## config.mk

```make
export PLATFORM = sky130hd
export DESIGN_NAME = sdram_init_ctrl_flat
export DESIGN_NICKNAME = d
export VERILOG_FILES = /design/src/hdl/sdram_init_pkg.sv /design/src/hdl/sdram_link_if.sv /design/src/hdl/sdram_init_ctrl.sv /design/src/flat_wrapper.sv
export VERILOG_INCLUDE_DIRS = /design/src /design/src/hdl
export SDC_FILE = /design/constraint.sdc
export NUM_CORES = 1
export LEC_CHECK = 0
export ABC_AREA = 0
export BUFFER_PORTS_ARGS = -buffer_cell sky130_fd_sc_hd__buf_2
export CAP_MARGIN = 5
export CORE_MARGIN = 4
export CORE_UTILIZATION = 35
export CTS_BUF_LIST = sky130_fd_sc_hd__clkbuf_2
export DETAILED_ROUTE_END_ITERATION = 8
export PLACE_DENSITY = 0.64
export SLEW_MARGIN = 20
export SYNTH_ARGS = -nofsm -noshare
export SYNTH_HDL_FRONTEND = slang
export SYNTH_SLANG_ARGS = --single-unit
export TNS_END_PERCENT = 20
```

## constraint.sdc

```tcl
create_clock -name aclk -period 2.5 [get_ports aclk]
set_input_delay 0.5 -clock aclk [delete_from_list [all_inputs] [get_ports aclk]]
set_output_delay 0.5 -clock aclk [all_outputs]
set_load 0.02 [all_outputs]
```

## src/hdl/sdram_init_consts.svh

```systemverilog
// Offsets, field positions and timing figures for SDRAM power-up and mode zero.
// Assumes inclusion by both link ends and by the package user files.
`ifndef SDRAM_INIT_CONSTS_SVH
`define SDRAM_INIT_CONSTS_SVH
`define CLK_NS 10
`define RESET_HOLD_US 200
`define CKE_WAIT_US 500
`define CKE_SETUP_NS 10
`define CLK_STABLE_NS 10
`define CLK_STABLE_CK 5
`define RESET_EXIT_MIN_CK 5
`define CK_HALF_CYC 8
`define CMD_NOP 4'h7
`define CMD_MRS 4'h0
`define CMD_ZQCL 4'h6
`define CMD_RD 4'h5
`define CMD_WR 4'h4
`define BIT_BL_LO 0
`define BIT_RBT 3
`define BIT_TEST 7
`define BIT_DLL_RESTART 8
`define BIT_WR_LO 9
`define BIT_PPD 12
`define BIT_DLL_OFF 0
`define BIT_ZQ_LONG 10
`define REG_CTRL 8'h00
`define REG_STATUS 8'h04
`define REG_MODE0 8'h08
`define REG_MODE1 8'h0c
`define REG_MODE2 8'h10
`define REG_MODE3 8'h14
`define REG_ACCESS 8'h18
`define RESP_OKAY 2'b00
`define RESP_SLVERR 2'b10
`endif

```

## src/hdl/sdram_init_pkg.sv

```systemverilog
// Types shared by the controller end and the device end.
// Assumes nothing beyond a SystemVerilog compiler.
package sdram_init_pkg;
	typedef enum logic [1:0] {
		BURST_FIXED8 = 2'b00,
		BURST_PER_CMD = 2'b01,
		BURST_CHOP4 = 2'b10,
		BURST_RSVD = 2'b11
	} burst_mode_t;
	typedef enum logic [2:0] {
		ST_IDLE = 3'b000,
		ST_RESET = 3'b001,
		ST_CKE_WAIT = 3'b010,
		ST_EXIT_WAIT = 3'b011,
		ST_MRS = 3'b100,
		ST_CAL_WAIT = 3'b101,
		ST_READY = 3'b110
	} ctrl_state_t;
endpackage

```

## src/hdl/sdram_link_if.sv

```systemverilog
// Pins between the memory controller and the SDRAM mode logic.
// Assumes the controller drives every pin; the device only listens.
`timescale 1ns/1ps
`default_nettype none
interface sdram_link_if;
	logic reset_n;
	logic ck;
	logic cke;
	logic odt;
	logic [3:0] cmd_n;
	logic [2:0] ba;
	logic [14:0] addr;
	modport ctrl (output reset_n, ck, cke, odt, cmd_n, ba, addr);
	modport dram (input reset_n, ck, cke, odt, cmd_n, ba, addr);
endinterface
`default_nettype wire

```

## src/hdl/sdram_init_ctrl.sv

```systemverilog
// Controller end: power-up sequence, mode loads and calibration start.
// Assumes an AXI4-Lite master and a device end on the link interface.
`timescale 1ns/1ps
`default_nettype none
`include "sdram_init_consts.svh"
module sdram_init_ctrl #(
	parameter int RESET_HOLD_CYC = (`RESET_HOLD_US * 1000 + `CLK_NS - 1) / `CLK_NS,
	parameter int CKE_WAIT_CYC = (`CKE_WAIT_US * 1000 + `CLK_NS - 1) / `CLK_NS,
	parameter int CK_HALF = `CK_HALF_CYC,
	parameter int SELFREFRESH_EXIT_CK = 5,
	parameter int DLL_LOCK_CK = 512,
	parameter int CAL_INIT_CK = 512,
	parameter int MRS_GAP_CK = 4,
	parameter logic [2:0] WR_MIN_CODE = 3'h1
) (
	// System
	input wire logic aclk,
	input wire logic aresetn,
	// AXI4-Lite write
	input wire logic [7:0] awaddr,
	input wire logic awvalid,
	output logic awready,
	input wire logic [31:0] wdata,
	input wire logic [3:0] wstrb,
	input wire logic wvalid,
	output logic wready,
	output logic [1:0] bresp,
	output logic bvalid,
	input wire logic bready,
	// AXI4-Lite read
	input wire logic [7:0] araddr,
	input wire logic arvalid,
	output logic arready,
	output logic [31:0] rdata,
	output logic [1:0] rresp,
	output logic rvalid,
	input wire logic rready,
	// Link
	sdram_link_if.ctrl link
);
	import sdram_init_pkg::*;
	localparam int EXIT_CK = SELFREFRESH_EXIT_CK > `RESET_EXIT_MIN_CK ?
		SELFREFRESH_EXIT_CK : `RESET_EXIT_MIN_CK;
	localparam int CAL_CK = DLL_LOCK_CK > CAL_INIT_CK ? DLL_LOCK_CK : CAL_INIT_CK;
	localparam int STABLE_CYC = (`CLK_STABLE_NS + `CLK_NS - 1) / `CLK_NS;
	localparam int STABLE_CK = `CLK_STABLE_CK > STABLE_CYC ? `CLK_STABLE_CK : STABLE_CYC;
	ctrl_state_t state;
	logic [31:0] cnt;
	logic [2:0] idx;
	logic [7:0] div;
	logic fall;
	logic aw_have;
	logic w_have;
	logic [7:0] aw_addr;
	logic [31:0] w_data;
	logic [3:0] w_strb;
	logic wr_fire;
	logic start;
	logic odt_level;
	logic [14:0] mode0;
	logic [14:0] mode1;
	logic [14:0] mode2;
	logic [14:0] mode3;
	logic acc_pend;
	logic acc_write;
	logic acc_eight;
	logic [31:0] merged;
	logic [2:0] wr_code;
	logic [2:0] mrs_bank;
	logic [14:0] mrs_addr;

	// Byte-lane merge of the write data
	always_comb begin
		merged = 32'h0;
		for (int i = 0; i < 4; i++) begin
			merged[8*i +: 8] = w_strb[i] ? w_data[8*i +: 8] : 8'h0;
		end
	end

	assign wr_code = mode0[11:9] < WR_MIN_CODE ? WR_MIN_CODE : mode0[11:9];

	// load order two, three, one, zero
	always_comb begin
		unique case (idx)
			3'h0: begin
				mrs_bank = 3'h2;
				mrs_addr = {2'h0, mode2[12:0]};
			end
			3'h1: begin
				mrs_bank = 3'h3;
				mrs_addr = {2'h0, mode3[12:0]};
			end
			3'h2: begin
				mrs_bank = 3'h1;
				mrs_addr = {2'h0, mode1[12:1], 1'b0};
			end
			default: begin
				mrs_bank = 3'h0;
				mrs_addr = {2'h0, mode0[12], wr_code, 1'b1, 1'b0, mode0[6:0]};
			end
		endcase
	end

	// Link clock divider, always running
	always_ff @(posedge aclk) begin
		if (!aresetn) begin
			div <= 8'h0;
			link.ck <= 1'b0;
		end else if (div == 8'(CK_HALF - 1)) begin
			div <= 8'h0;
			link.ck <= !link.ck;
		end else begin
			div <= div + 8'h1;
		end
	end
	assign fall = div == 8'(CK_HALF - 1) && link.ck;

	// AXI write address and data capture
	assign wr_fire = aw_have && w_have && !bvalid;
	always_ff @(posedge aclk) begin
		if (!aresetn) begin
			aw_have <= 1'b0;
			w_have <= 1'b0;
			awready <= 1'b0;
			wready <= 1'b0;
			aw_addr <= 8'h0;
			w_data <= 32'h0;
			w_strb <= 4'h0;
		end else begin
			if (awready && awvalid) begin
				aw_have <= 1'b1;
				aw_addr <= awaddr;
			end else if (wr_fire) begin
				aw_have <= 1'b0;
			end
			if (wready && wvalid) begin
				w_have <= 1'b1;
				w_data <= wdata;
				w_strb <= wstrb;
			end else if (wr_fire) begin
				w_have <= 1'b0;
			end
			awready <= !(awready && awvalid) && !aw_have;
			wready <= !(wready && wvalid) && !w_have;
		end
	end

	// Register writes and write response
	always_ff @(posedge aclk) begin
		if (!aresetn) begin
			bvalid <= 1'b0;
			bresp <= `RESP_OKAY;
			start <= 1'b0;
			odt_level <= 1'b0;
			mode0 <= 15'h0;
			mode1 <= 15'h0;
			mode2 <= 15'h0;
			mode3 <= 15'h0;
			acc_pend <= 1'b0;
			acc_write <= 1'b0;
			acc_eight <= 1'b0;
		end else begin
			start <= 1'b0;
			if (state == ST_READY && fall && acc_pend) begin
				acc_pend <= 1'b0;
			end
			if (bvalid && bready) begin
				bvalid <= 1'b0;
			end
			if (wr_fire) begin
				bvalid <= 1'b1;
				bresp <= `RESP_OKAY;
				unique case (aw_addr)
					`REG_CTRL: begin
						start <= merged[0];
						odt_level <= merged[1];
					end
					`REG_STATUS: ;
					`REG_MODE0: mode0 <= merged[14:0];
					`REG_MODE1: mode1 <= merged[14:0];
					`REG_MODE2: mode2 <= merged[14:0];
					`REG_MODE3: mode3 <= merged[14:0];
					`REG_ACCESS: begin
						acc_pend <= state == ST_READY;
						acc_write <= merged[0];
						acc_eight <= merged[1];
					end
					default: bresp <= `RESP_SLVERR;
				endcase
			end
		end
	end

	// Register reads
	always_ff @(posedge aclk) begin
		if (!aresetn) begin
			arready <= 1'b0;
			rvalid <= 1'b0;
			rdata <= 32'h0;
			rresp <= `RESP_OKAY;
		end else begin
			arready <= !(arready && arvalid) && !rvalid;
			if (arready && arvalid) begin
				rvalid <= 1'b1;
				rresp <= `RESP_OKAY;
				unique case (araddr)
					`REG_CTRL: rdata <= {30'h0, odt_level, 1'b0};
					`REG_STATUS: rdata <= {24'h0, acc_pend, state, link.cke,
						link.reset_n, 1'b0, state == ST_READY};
					`REG_MODE0: rdata <= {17'h0, mode0};
					`REG_MODE1: rdata <= {17'h0, mode1};
					`REG_MODE2: rdata <= {17'h0, mode2};
					`REG_MODE3: rdata <= {17'h0, mode3};
					`REG_ACCESS: rdata <= {30'h0, acc_eight, acc_write};
					default: begin
						rdata <= 32'h0;
						rresp <= `RESP_SLVERR;
					end
				endcase
			end else if (rvalid && rready) begin
				rvalid <= 1'b0;
			end
		end
	end

	// Power-up sequence; commands change on link clock falls
	always_ff @(posedge aclk) begin
		if (!aresetn) begin
			state <= ST_IDLE;
			cnt <= 32'h0;
			idx <= 3'h0;
			link.reset_n <= 1'b0;
			link.cke <= 1'b0;
			link.odt <= 1'b0;
			link.cmd_n <= `CMD_NOP;
			link.ba <= 3'h0;
			link.addr <= 15'h0;
		end else begin
			if (fall) begin
				link.cmd_n <= `CMD_NOP;
			end
			unique case (state)
				ST_IDLE: begin
					if (start) begin
						link.odt <= odt_level && ({mode1[9], mode1[6], mode1[2]} == 3'h0);
						link.reset_n <= 1'b0;
						link.cke <= 1'b0;
						cnt <= 32'(RESET_HOLD_CYC - 1);
						state <= ST_RESET;
					end
				end
				ST_RESET: begin
					// reset hold, clock enable already low
					if (cnt == 32'h0) begin
						link.reset_n <= 1'b1;
						cnt <= 32'(CKE_WAIT_CYC - 1);
						state <= ST_CKE_WAIT;
					end else begin
						cnt <= cnt - 32'h1;
					end
				end
				ST_CKE_WAIT: begin
					if (cnt != 32'h0) begin
						cnt <= cnt - 32'h1;
					end else if (fall) begin
						// clock enable held high from here
						link.cke <= 1'b1;
						cnt <= 32'(EXIT_CK > STABLE_CK ? EXIT_CK : STABLE_CK);
						state <= ST_EXIT_WAIT;
					end
				end
				ST_EXIT_WAIT: begin
					if (fall) begin
						if (cnt != 32'h0) begin
							cnt <= cnt - 32'h1;
						end else begin
							idx <= 3'h0;
							state <= ST_MRS;
						end
					end
				end
				ST_MRS: begin
					if (fall) begin
						if (cnt != 32'h0) begin
							cnt <= cnt - 32'h1;
						end else if (idx != 3'h4) begin
							link.cmd_n <= `CMD_MRS;
							link.ba <= mrs_bank;
							link.addr <= mrs_addr;
							idx <= idx + 3'h1;
							cnt <= 32'(MRS_GAP_CK - 1);
						end else begin
							link.cmd_n <= `CMD_ZQCL;
							link.ba <= 3'h0;
							link.addr <= 15'h1 << `BIT_ZQ_LONG;
							cnt <= 32'(CAL_CK - 1);
							state <= ST_CAL_WAIT;
						end
					end
				end
				ST_CAL_WAIT: begin
					if (fall) begin
						if (cnt != 32'h0) begin
							cnt <= cnt - 32'h1;
						end else begin
							state <= ST_READY;
						end
					end
				end
				ST_READY: begin
					if (fall && acc_pend) begin
						link.cmd_n <= acc_write ? `CMD_WR : `CMD_RD;
						link.addr <= acc_eight ? 15'h1000 : 15'h0;
					end
				end
				default: state <= ST_IDLE;
			endcase
		end
	end
endmodule
`default_nettype wire

```

## src/flat_wrapper.sv

```systemverilog
// flat-port wrapper written by rule: the top's interface ports become plain ports
module sdram_init_ctrl_flat import sdram_init_pkg::*;
#(
	parameter int RESET_HOLD_CYC = (`RESET_HOLD_US * 1000 + `CLK_NS - 1) / `CLK_NS,
	parameter int CKE_WAIT_CYC = (`CKE_WAIT_US * 1000 + `CLK_NS - 1) / `CLK_NS,
	parameter int CK_HALF = `CK_HALF_CYC,
	parameter int SELFREFRESH_EXIT_CK = 5,
	parameter int DLL_LOCK_CK = 512,
	parameter int CAL_INIT_CK = 512,
	parameter int MRS_GAP_CK = 4,
	parameter logic [2:0] WR_MIN_CODE = 3'h1
)
  (aclk, aresetn, awaddr, awvalid, awready, wdata, wstrb, wvalid, wready, bresp, bvalid, bready, araddr, arvalid, arready, rdata, rresp, rvalid, rready, link_reset_n, link_ck, link_cke, link_odt, link_cmd_n, link_ba, link_addr);
  sdram_link_if link_i ();
  input wire logic aclk;
  input wire logic aresetn;
  input wire logic [7:0] awaddr;
  input wire logic awvalid;
  output logic awready;
  input wire logic [31:0] wdata;
  input wire logic [3:0] wstrb;
  input wire logic wvalid;
  output logic wready;
  output logic [1:0] bresp;
  output logic bvalid;
  input wire logic bready;
  input wire logic [7:0] araddr;
  input wire logic arvalid;
  output logic arready;
  output logic [31:0] rdata;
  output logic [1:0] rresp;
  output logic rvalid;
  input wire logic rready;
  output wire logic [$bits(link_i.reset_n)-1:0] link_reset_n;
  output wire logic [$bits(link_i.ck)-1:0] link_ck;
  output wire logic [$bits(link_i.cke)-1:0] link_cke;
  output wire logic [$bits(link_i.odt)-1:0] link_odt;
  output wire logic [$bits(link_i.cmd_n)-1:0] link_cmd_n;
  output wire logic [$bits(link_i.ba)-1:0] link_ba;
  output wire logic [$bits(link_i.addr)-1:0] link_addr;
  assign link_reset_n = link_i.reset_n;
  assign link_ck = link_i.ck;
  assign link_cke = link_i.cke;
  assign link_odt = link_i.odt;
  assign link_cmd_n = link_i.cmd_n;
  assign link_ba = link_i.ba;
  assign link_addr = link_i.addr;
  sdram_init_ctrl #(.RESET_HOLD_CYC(RESET_HOLD_CYC), .CKE_WAIT_CYC(CKE_WAIT_CYC), .CK_HALF(CK_HALF), .SELFREFRESH_EXIT_CK(SELFREFRESH_EXIT_CK), .DLL_LOCK_CK(DLL_LOCK_CK), .CAL_INIT_CK(CAL_INIT_CK), .MRS_GAP_CK(MRS_GAP_CK), .WR_MIN_CODE(WR_MIN_CODE)) u_core (.aclk(aclk), .aresetn(aresetn), .awaddr(awaddr), .awvalid(awvalid), .awready(awready), .wdata(wdata), .wstrb(wstrb), .wvalid(wvalid), .wready(wready), .bresp(bresp), .bvalid(bvalid), .bready(bready), .araddr(araddr), .arvalid(arvalid), .arready(arready), .rdata(rdata), .rresp(rresp), .rvalid(rvalid), .rready(rready), .link(link_i));
endmodule
```

After elaboration in Yosys (flattened, before gate mapping) --
Index checks and enable logic that the tools add are counted.
Storage, ports and cells: register bits after elaboration 205, input port bits 59, output and inout port bits 67, word-level logic and storage cells 202
Operators by class: add/subtract/negate cells 3, $lt $le $gt $ge 1, eq/ne operators 38, multiplexer cells 66, bitwise gates (word level) 3, reductions and logical operators 58
Operators by type and width (count):
- 32-bit 2-to-1 mux | 8
- 32-bit case mux with 5 select lines | 1
- 15-bit case mux with 7 select lines | 1
- 15-bit 2-to-1 mux | 4
- 3-bit 2-to-1 mux | 19
- 8-bit by 5-bit == test with 1-bit output (second input constant) | 6
- 13-bit case mux with 3 select lines | 1
- 8-bit by 4-bit == test with 1-bit output (second input constant) | 4
- 32-bit logical NOT | 1
- 32-bit nonzero test | 1
- 32-bit by 1-bit subtractor with 32-bit output (second input constant) | 1
- 15-bit case mux with 2 select lines | 1
- 8-bit by 3-bit == test with 1-bit output (second input constant) | 3
- 3-bit case mux with 7 select lines | 1
- 2-bit by 1-bit != test with 1-bit output (second input constant) | 9
- 8-bit logical NOT | 2
- 4-bit 2-to-1 mux | 4
- 2-bit nonzero test | 8
- 1-bit logical AND | 15
- 1-bit 2-to-1 mux | 15
- 2-bit AND reduction | 7
- 7-bit OR reduction | 2
- 13-bit 2-to-1 mux | 1
- 2-bit != test (second input constant) | 6
- other kinds (25) | 48

Longest topological paths before layout --
depth after elaboration 7, depth in mapped cells 10, mapped depth without buffers 8

Least setup slack after synthesis --
OpenSTA, ideal clock, no wires.
kind register to register, start point register u_core.cnt[0], end point register u_core.link.addr[8], setup time 71 ps, data arrival time 2485 ps, path slack -55 ps, stages on the path, launching flop included 10, buffers on the path 1, period minus slack after synthesis 2555 ps, cell sequence dfxtp_1 -> inv_1 -> ha_1 -> or4b_4 -> or4_4 -> nor3_2 -> o21ai_2 -> buf_2 -> or3_1 -> a21oi_1
Between the ends: cells in the longest elaborated chain, start to end 3
RTL lines:
- start: declaration | line sdram_init_ctrl.sv:48 | logic [31:0] cnt;
- start signal: assignment | line sdram_init_ctrl.sv:248 | cnt <= 32'(RESET_HOLD_CYC - 1);
- start signal: assignment | line sdram_init_ctrl.sv:256 | cnt <= 32'(CKE_WAIT_CYC - 1);
- start signal: assignment | line sdram_init_ctrl.sv:259 | cnt <= cnt - 32'h1;
- 32-bit nonzero test | line sdram_init_ctrl.sv:284 | if (cnt != 32'h0) begin
- 2-bit != test (no line)
- 4-bit AND reduction (no line)
- end signal: assignment | line sdram_init_ctrl.sv:289 | link.addr <= mrs_addr;
- end signal: assignment | line sdram_init_ctrl.sv:295 | link.addr <= 15'h1 << `BIT_ZQ_LONG;
- end signal: assignment | line sdram_init_ctrl.sv:313 | link.addr <= acc_eight ? 15'h1000 : 15'h0;
- end: declaration | line sdram_link_if.sv:13 | modport ctrl (output reset_n, ck, cke, odt, cmd_n, ba, addr);
No other way between the ends. A chain may end at the register's enable or synchronous reset.

Final worst setup path --
start point register u_core.cnt[0], end point register u_core.link.addr[0]
The elaborated chain is that of the path after synthesis.

==> out/metrics.csv <==
stage;metric;value;unit
drt;wl_per_cell;16.58;µm
final_layout;final_area;0.01107;mm²
worst_setup_path;critPathLaunchType;flip-flop;
timing;finalCritPeriodShare;105.5;%
timing;fin_setup_tns;-2525;ps
floorplan;die_w;166.7;µm
timing;final.min_clock_period;2638;ps
final_layout;nFillCells;2471;
final_layout;area_growth;25.52;%
drt;drt_iter0_drc;937;
yosys;netlist_instances;1115;
clock_tree;cts_buffers;17;
pwr;p_leak;4.361;nW
grt;grt_overflow;0;
clock_tree;htree_levels;4;
worst_setup_path;cp.required;3270;ps
timing;setup_violations;27;
grt;grt.total_usage;19.01;%
floorplan;chipHeight;166.7;µm
pwr;netSwitchingPower;1.484;mW
placed_design;placed_cell_area;0.01030;mm²
timing;fin_ws;-138.3;ps
pwr;clkPwrFrac;31.6;%
yosys;synth_common_cells;dfxtp_1 (183), nand2_1 (167), nor2_1 (150);
floorplan;die-area;0.02780;mm²
pwr;irDropWorstVdd;0.2522;mV
clock_tree;cts_tree;built;
clock_tree;clockBufferDepth;2;
grt;antenna_found_initial;1;
pwr;power_frac_comb;8.8;%
worst_setup_path;max_stage_delay;610;ps
floorplan;io_pins;126;
yosys;synth.avg_cell_area;7.910;µm²
drt;firstDrtPassIters;7;
timing;hold_violations;0;
grt;grt_max_degree;72;
placed_design;hpwl;19540;µm
pwr;p_int;3.562;mW
worst_setup_path;critPathKind;reg -> reg;
yosys;synth_top_area_cell;dfxtp_1;
yosys;synth_top_area_share;41.54;%
yosys;ys.flop_type;dfxtp_1;
pwr;power.density;455.8;mW/mm²
final_layout;drive_above_1_share;23.67;%
status;violations;negative setup slack;
timing;clock_skew;36.03;ps
final_layout;nets;1367;
yosys;async_reset_ff_share;0;%
clock_tree;path_clk_slew;290;ps
placed_design;numPortBuffers;84;
pwr;finalPower;5.046;mW
timing;slew_headroom;47.46;%
yosys;synth_seq_cells;183;
hold_path;hold_path_class;in -> reg;
grt;grt_pass1_vias;7996;
yosys;post-synth-top-count-cell;dfxtp_1;
worst_setup_path;cpLargestDelayFamily;simple AND/OR/NAND/NOR gates;
drt;antenna_left;0;
grt;grt_pass1_wl;43610;µm
worst_setup_path;cp_cell_sequence;inv_2 -> ha_1 -> or4b_4 -> or4_4 -> nor3_4 -> o21ai_4 -> buf_12 -> or3_4 -> a21oi_2;
yosys;synth-seq-area-share;41.54;%
placed_design;gp_congestion;0.9192;
worst_setup_path;critPathMaxFanout;14;
clock_tree;cts_root_buffer;clkbuf_2;
clock_tree;clock_latency;820;ps
drt;post-route-drc-count;0;
clock_tree;clock-sinks;183;
yosys;synth_edf_count;0;
yosys;synth_area_leaders;dfxtp_1 (42%), a21oi_1 (8.1%), nand2_1 (7.1%);
timing;rsz0062_at_grt;yes;
yosys;ys_warn_count;0;
timing;drv_slew;0;
floorplan;core;0.02453;mm²
timing;fmax;0.3790;GHz
drt;vias;8855;
run;drv_cap;0;
drt;routed_wirelength;27180;µm
status;outcome;finished, violations left;
floorplan;rows;57;
floorplan;initial_core_util;35.95;%
worst_setup_path;crit_slowest_cell;or4_4;
pwr;sequentialPowerShare;59.6;%
yosys;yosysUniqueCellTypes;83;
yosys;syn_area;0.008820;mm²
worst_setup_path;endpoint_kind;flip-flop;
worst_setup_path;critPathBufInv;2;
drt;routed_via_density;5.403;
timing;worst_slew_pin_slew;788.1;ps
worst_setup_path;cp.arrival;3410;ps
pwr;swShare;29.41;%
==> per-layer routing <==
layer / GRT usage (%) / wire length (µm) / vias up
li1: - / - / 4343
met1: 29.09 / 13100 / 4141
met2: 27.90 / 11580 / 338
met3: 2.939 / 2106 / 33
met4: 4.731 / 394 / 0
met5: 0 / 0 / -
==> power groups by stage <==
| stage | registers [mW] | clock network, mW | logic [mW] |
|---|---|---|---|
| finish | 3.01 | 1.60 | 0.445 |
| global route | 3.02 | 1.75 | 0.489 |
| CTS | 3.01 | 1.63 | 0.433 |
| detailed placement | 3.06 | 0 | 0.392 |
| global placement | 3.05 | 0 | 0.389 |
| floorplan | 3.05 | 0 | 0.260 |
==> cells by family (layout without fill, tap and decap cells) <==
family	after synthesis	count (layout)	share of synthesized area [%]
buffers and inverters	110	287	5.802
DFF	183	183	41.54
xor gates and xnor gates	11	11	1.092
other	1	23	0.04252
AOI/OAI and AO/OA	296	296	21.93
and+or+nand+nor	502	503	28.02
muxes	5	5	0.5817
adders and majority gates	7	7	0.9930
==> repair_timing <==
action	CTS	global route
setup endpoints to repair	47	54
gates resized for setup	15	31
cloned	1	0
pin swaps	12	5
setup buffers	4	1
hold buffers	28	0
hold endpoints to repair	27	0
==> worst paths after layout <==
check	start	endpoint	slack, ps	cells after the start
worst max register to register	u_core.cnt[0]$_SDFFE_PN0P_	u_core.link.addr[0]$_SDFFE_PN0P_	-140	9
worst min register to register	u_core.link.addr[8]$_SDFFE_PN0P_	u_core.link.addr[8]$_SDFFE_PN0P_	470	2
worst min-delay path	awvalid	u_core.aw_addr[3]$_SDFFE_PN0P_	110	4
worst max-delay path	u_core.cnt[0]$_SDFFE_PN0P_	u_core.link.addr[0]$_SDFFE_PN0P_	-140	9
==> flip-flops by register name (all words and copies together), names as in the netlist, 2 cells and up <==
name	count
u_core.w_strb	2
u_core.div	8
u_core.idx	3
u_core.link.ba	2
u_core.aw_addr	8
u_core.mode2	15
u_core.link.cmd_n	4
u_core.mode0	15
u_core.rdata	15
u_core.cnt	32
u_core.mode1	15
u_core.state	3
u_core.link.addr	13
u_core.mode3	15
u_core.w_data	15
==> cell type report <==
| cell class | instances | area, µm² | area share [%] |
|---|---|---|---|
| inverters | 18 | 70.07 | 0.6329 |
| well taps | 324 | 405.4 | 3.662 |
| flip-flops and latches | 183 | 3666 | 33.11 |
| repair buffers | 237 | 1750 | 15.81 |
| clock buffers | 18 | 90.09 | 0.8137 |
| multi-input cells | 844 | 4928 | 44.52 |
| diodes | 1 | 2.502 | 0.02260 |
| clock inverters | 14 | 157.7 | 1.424 |
==> layout by cell type, fill, tap and decap left out, types with 9 or more instances in the layout <==
master / instances
dfxtp_1: 181
nand2_1: 164
nor2_1: 149
a21oi_1: 136
buf_4: 114
buf_2: 84
nand3_1: 40
dlygate4sd3_1: 28
a22o_1: 25
conb_1: 22
nor3_1: 20
clkbuf_2: 18
o21ai_0: 17
inv_1: 15
a222oi_1: 15
a22oi_1: 12
a31oi_1: 11
or3_1: 10
or4_1: 10
and3_1: 10
nor2b_1: 9
==> stage by stage <==
step | worst slack (ps) | hold slack, ps | instances | utilization (%)
2_1_floorplan | -25.35 | 417.9 | 1136 | -
3_3_place_gp | -204.8 | 434.5 | 1572 | 41.97
3_5_place_dp | -214.9 | 444.6 | 1572 | 41.97
4_1_cts | -140.1 | 75.73 | 1637 | 44.53
5_1_grt | -229.2 | 83.94 | 1639 | 45.12
6_report | -138.3 | 114.8 | 1639 | 45.12
==> tightest hold or removal path, cell delays in order <==
cell     delay (ps)
buf_2            80
nand2_1         160
nand2_1         120
a21oi_1          50
No activity file was read; power rests on OpenSTA's default activity.
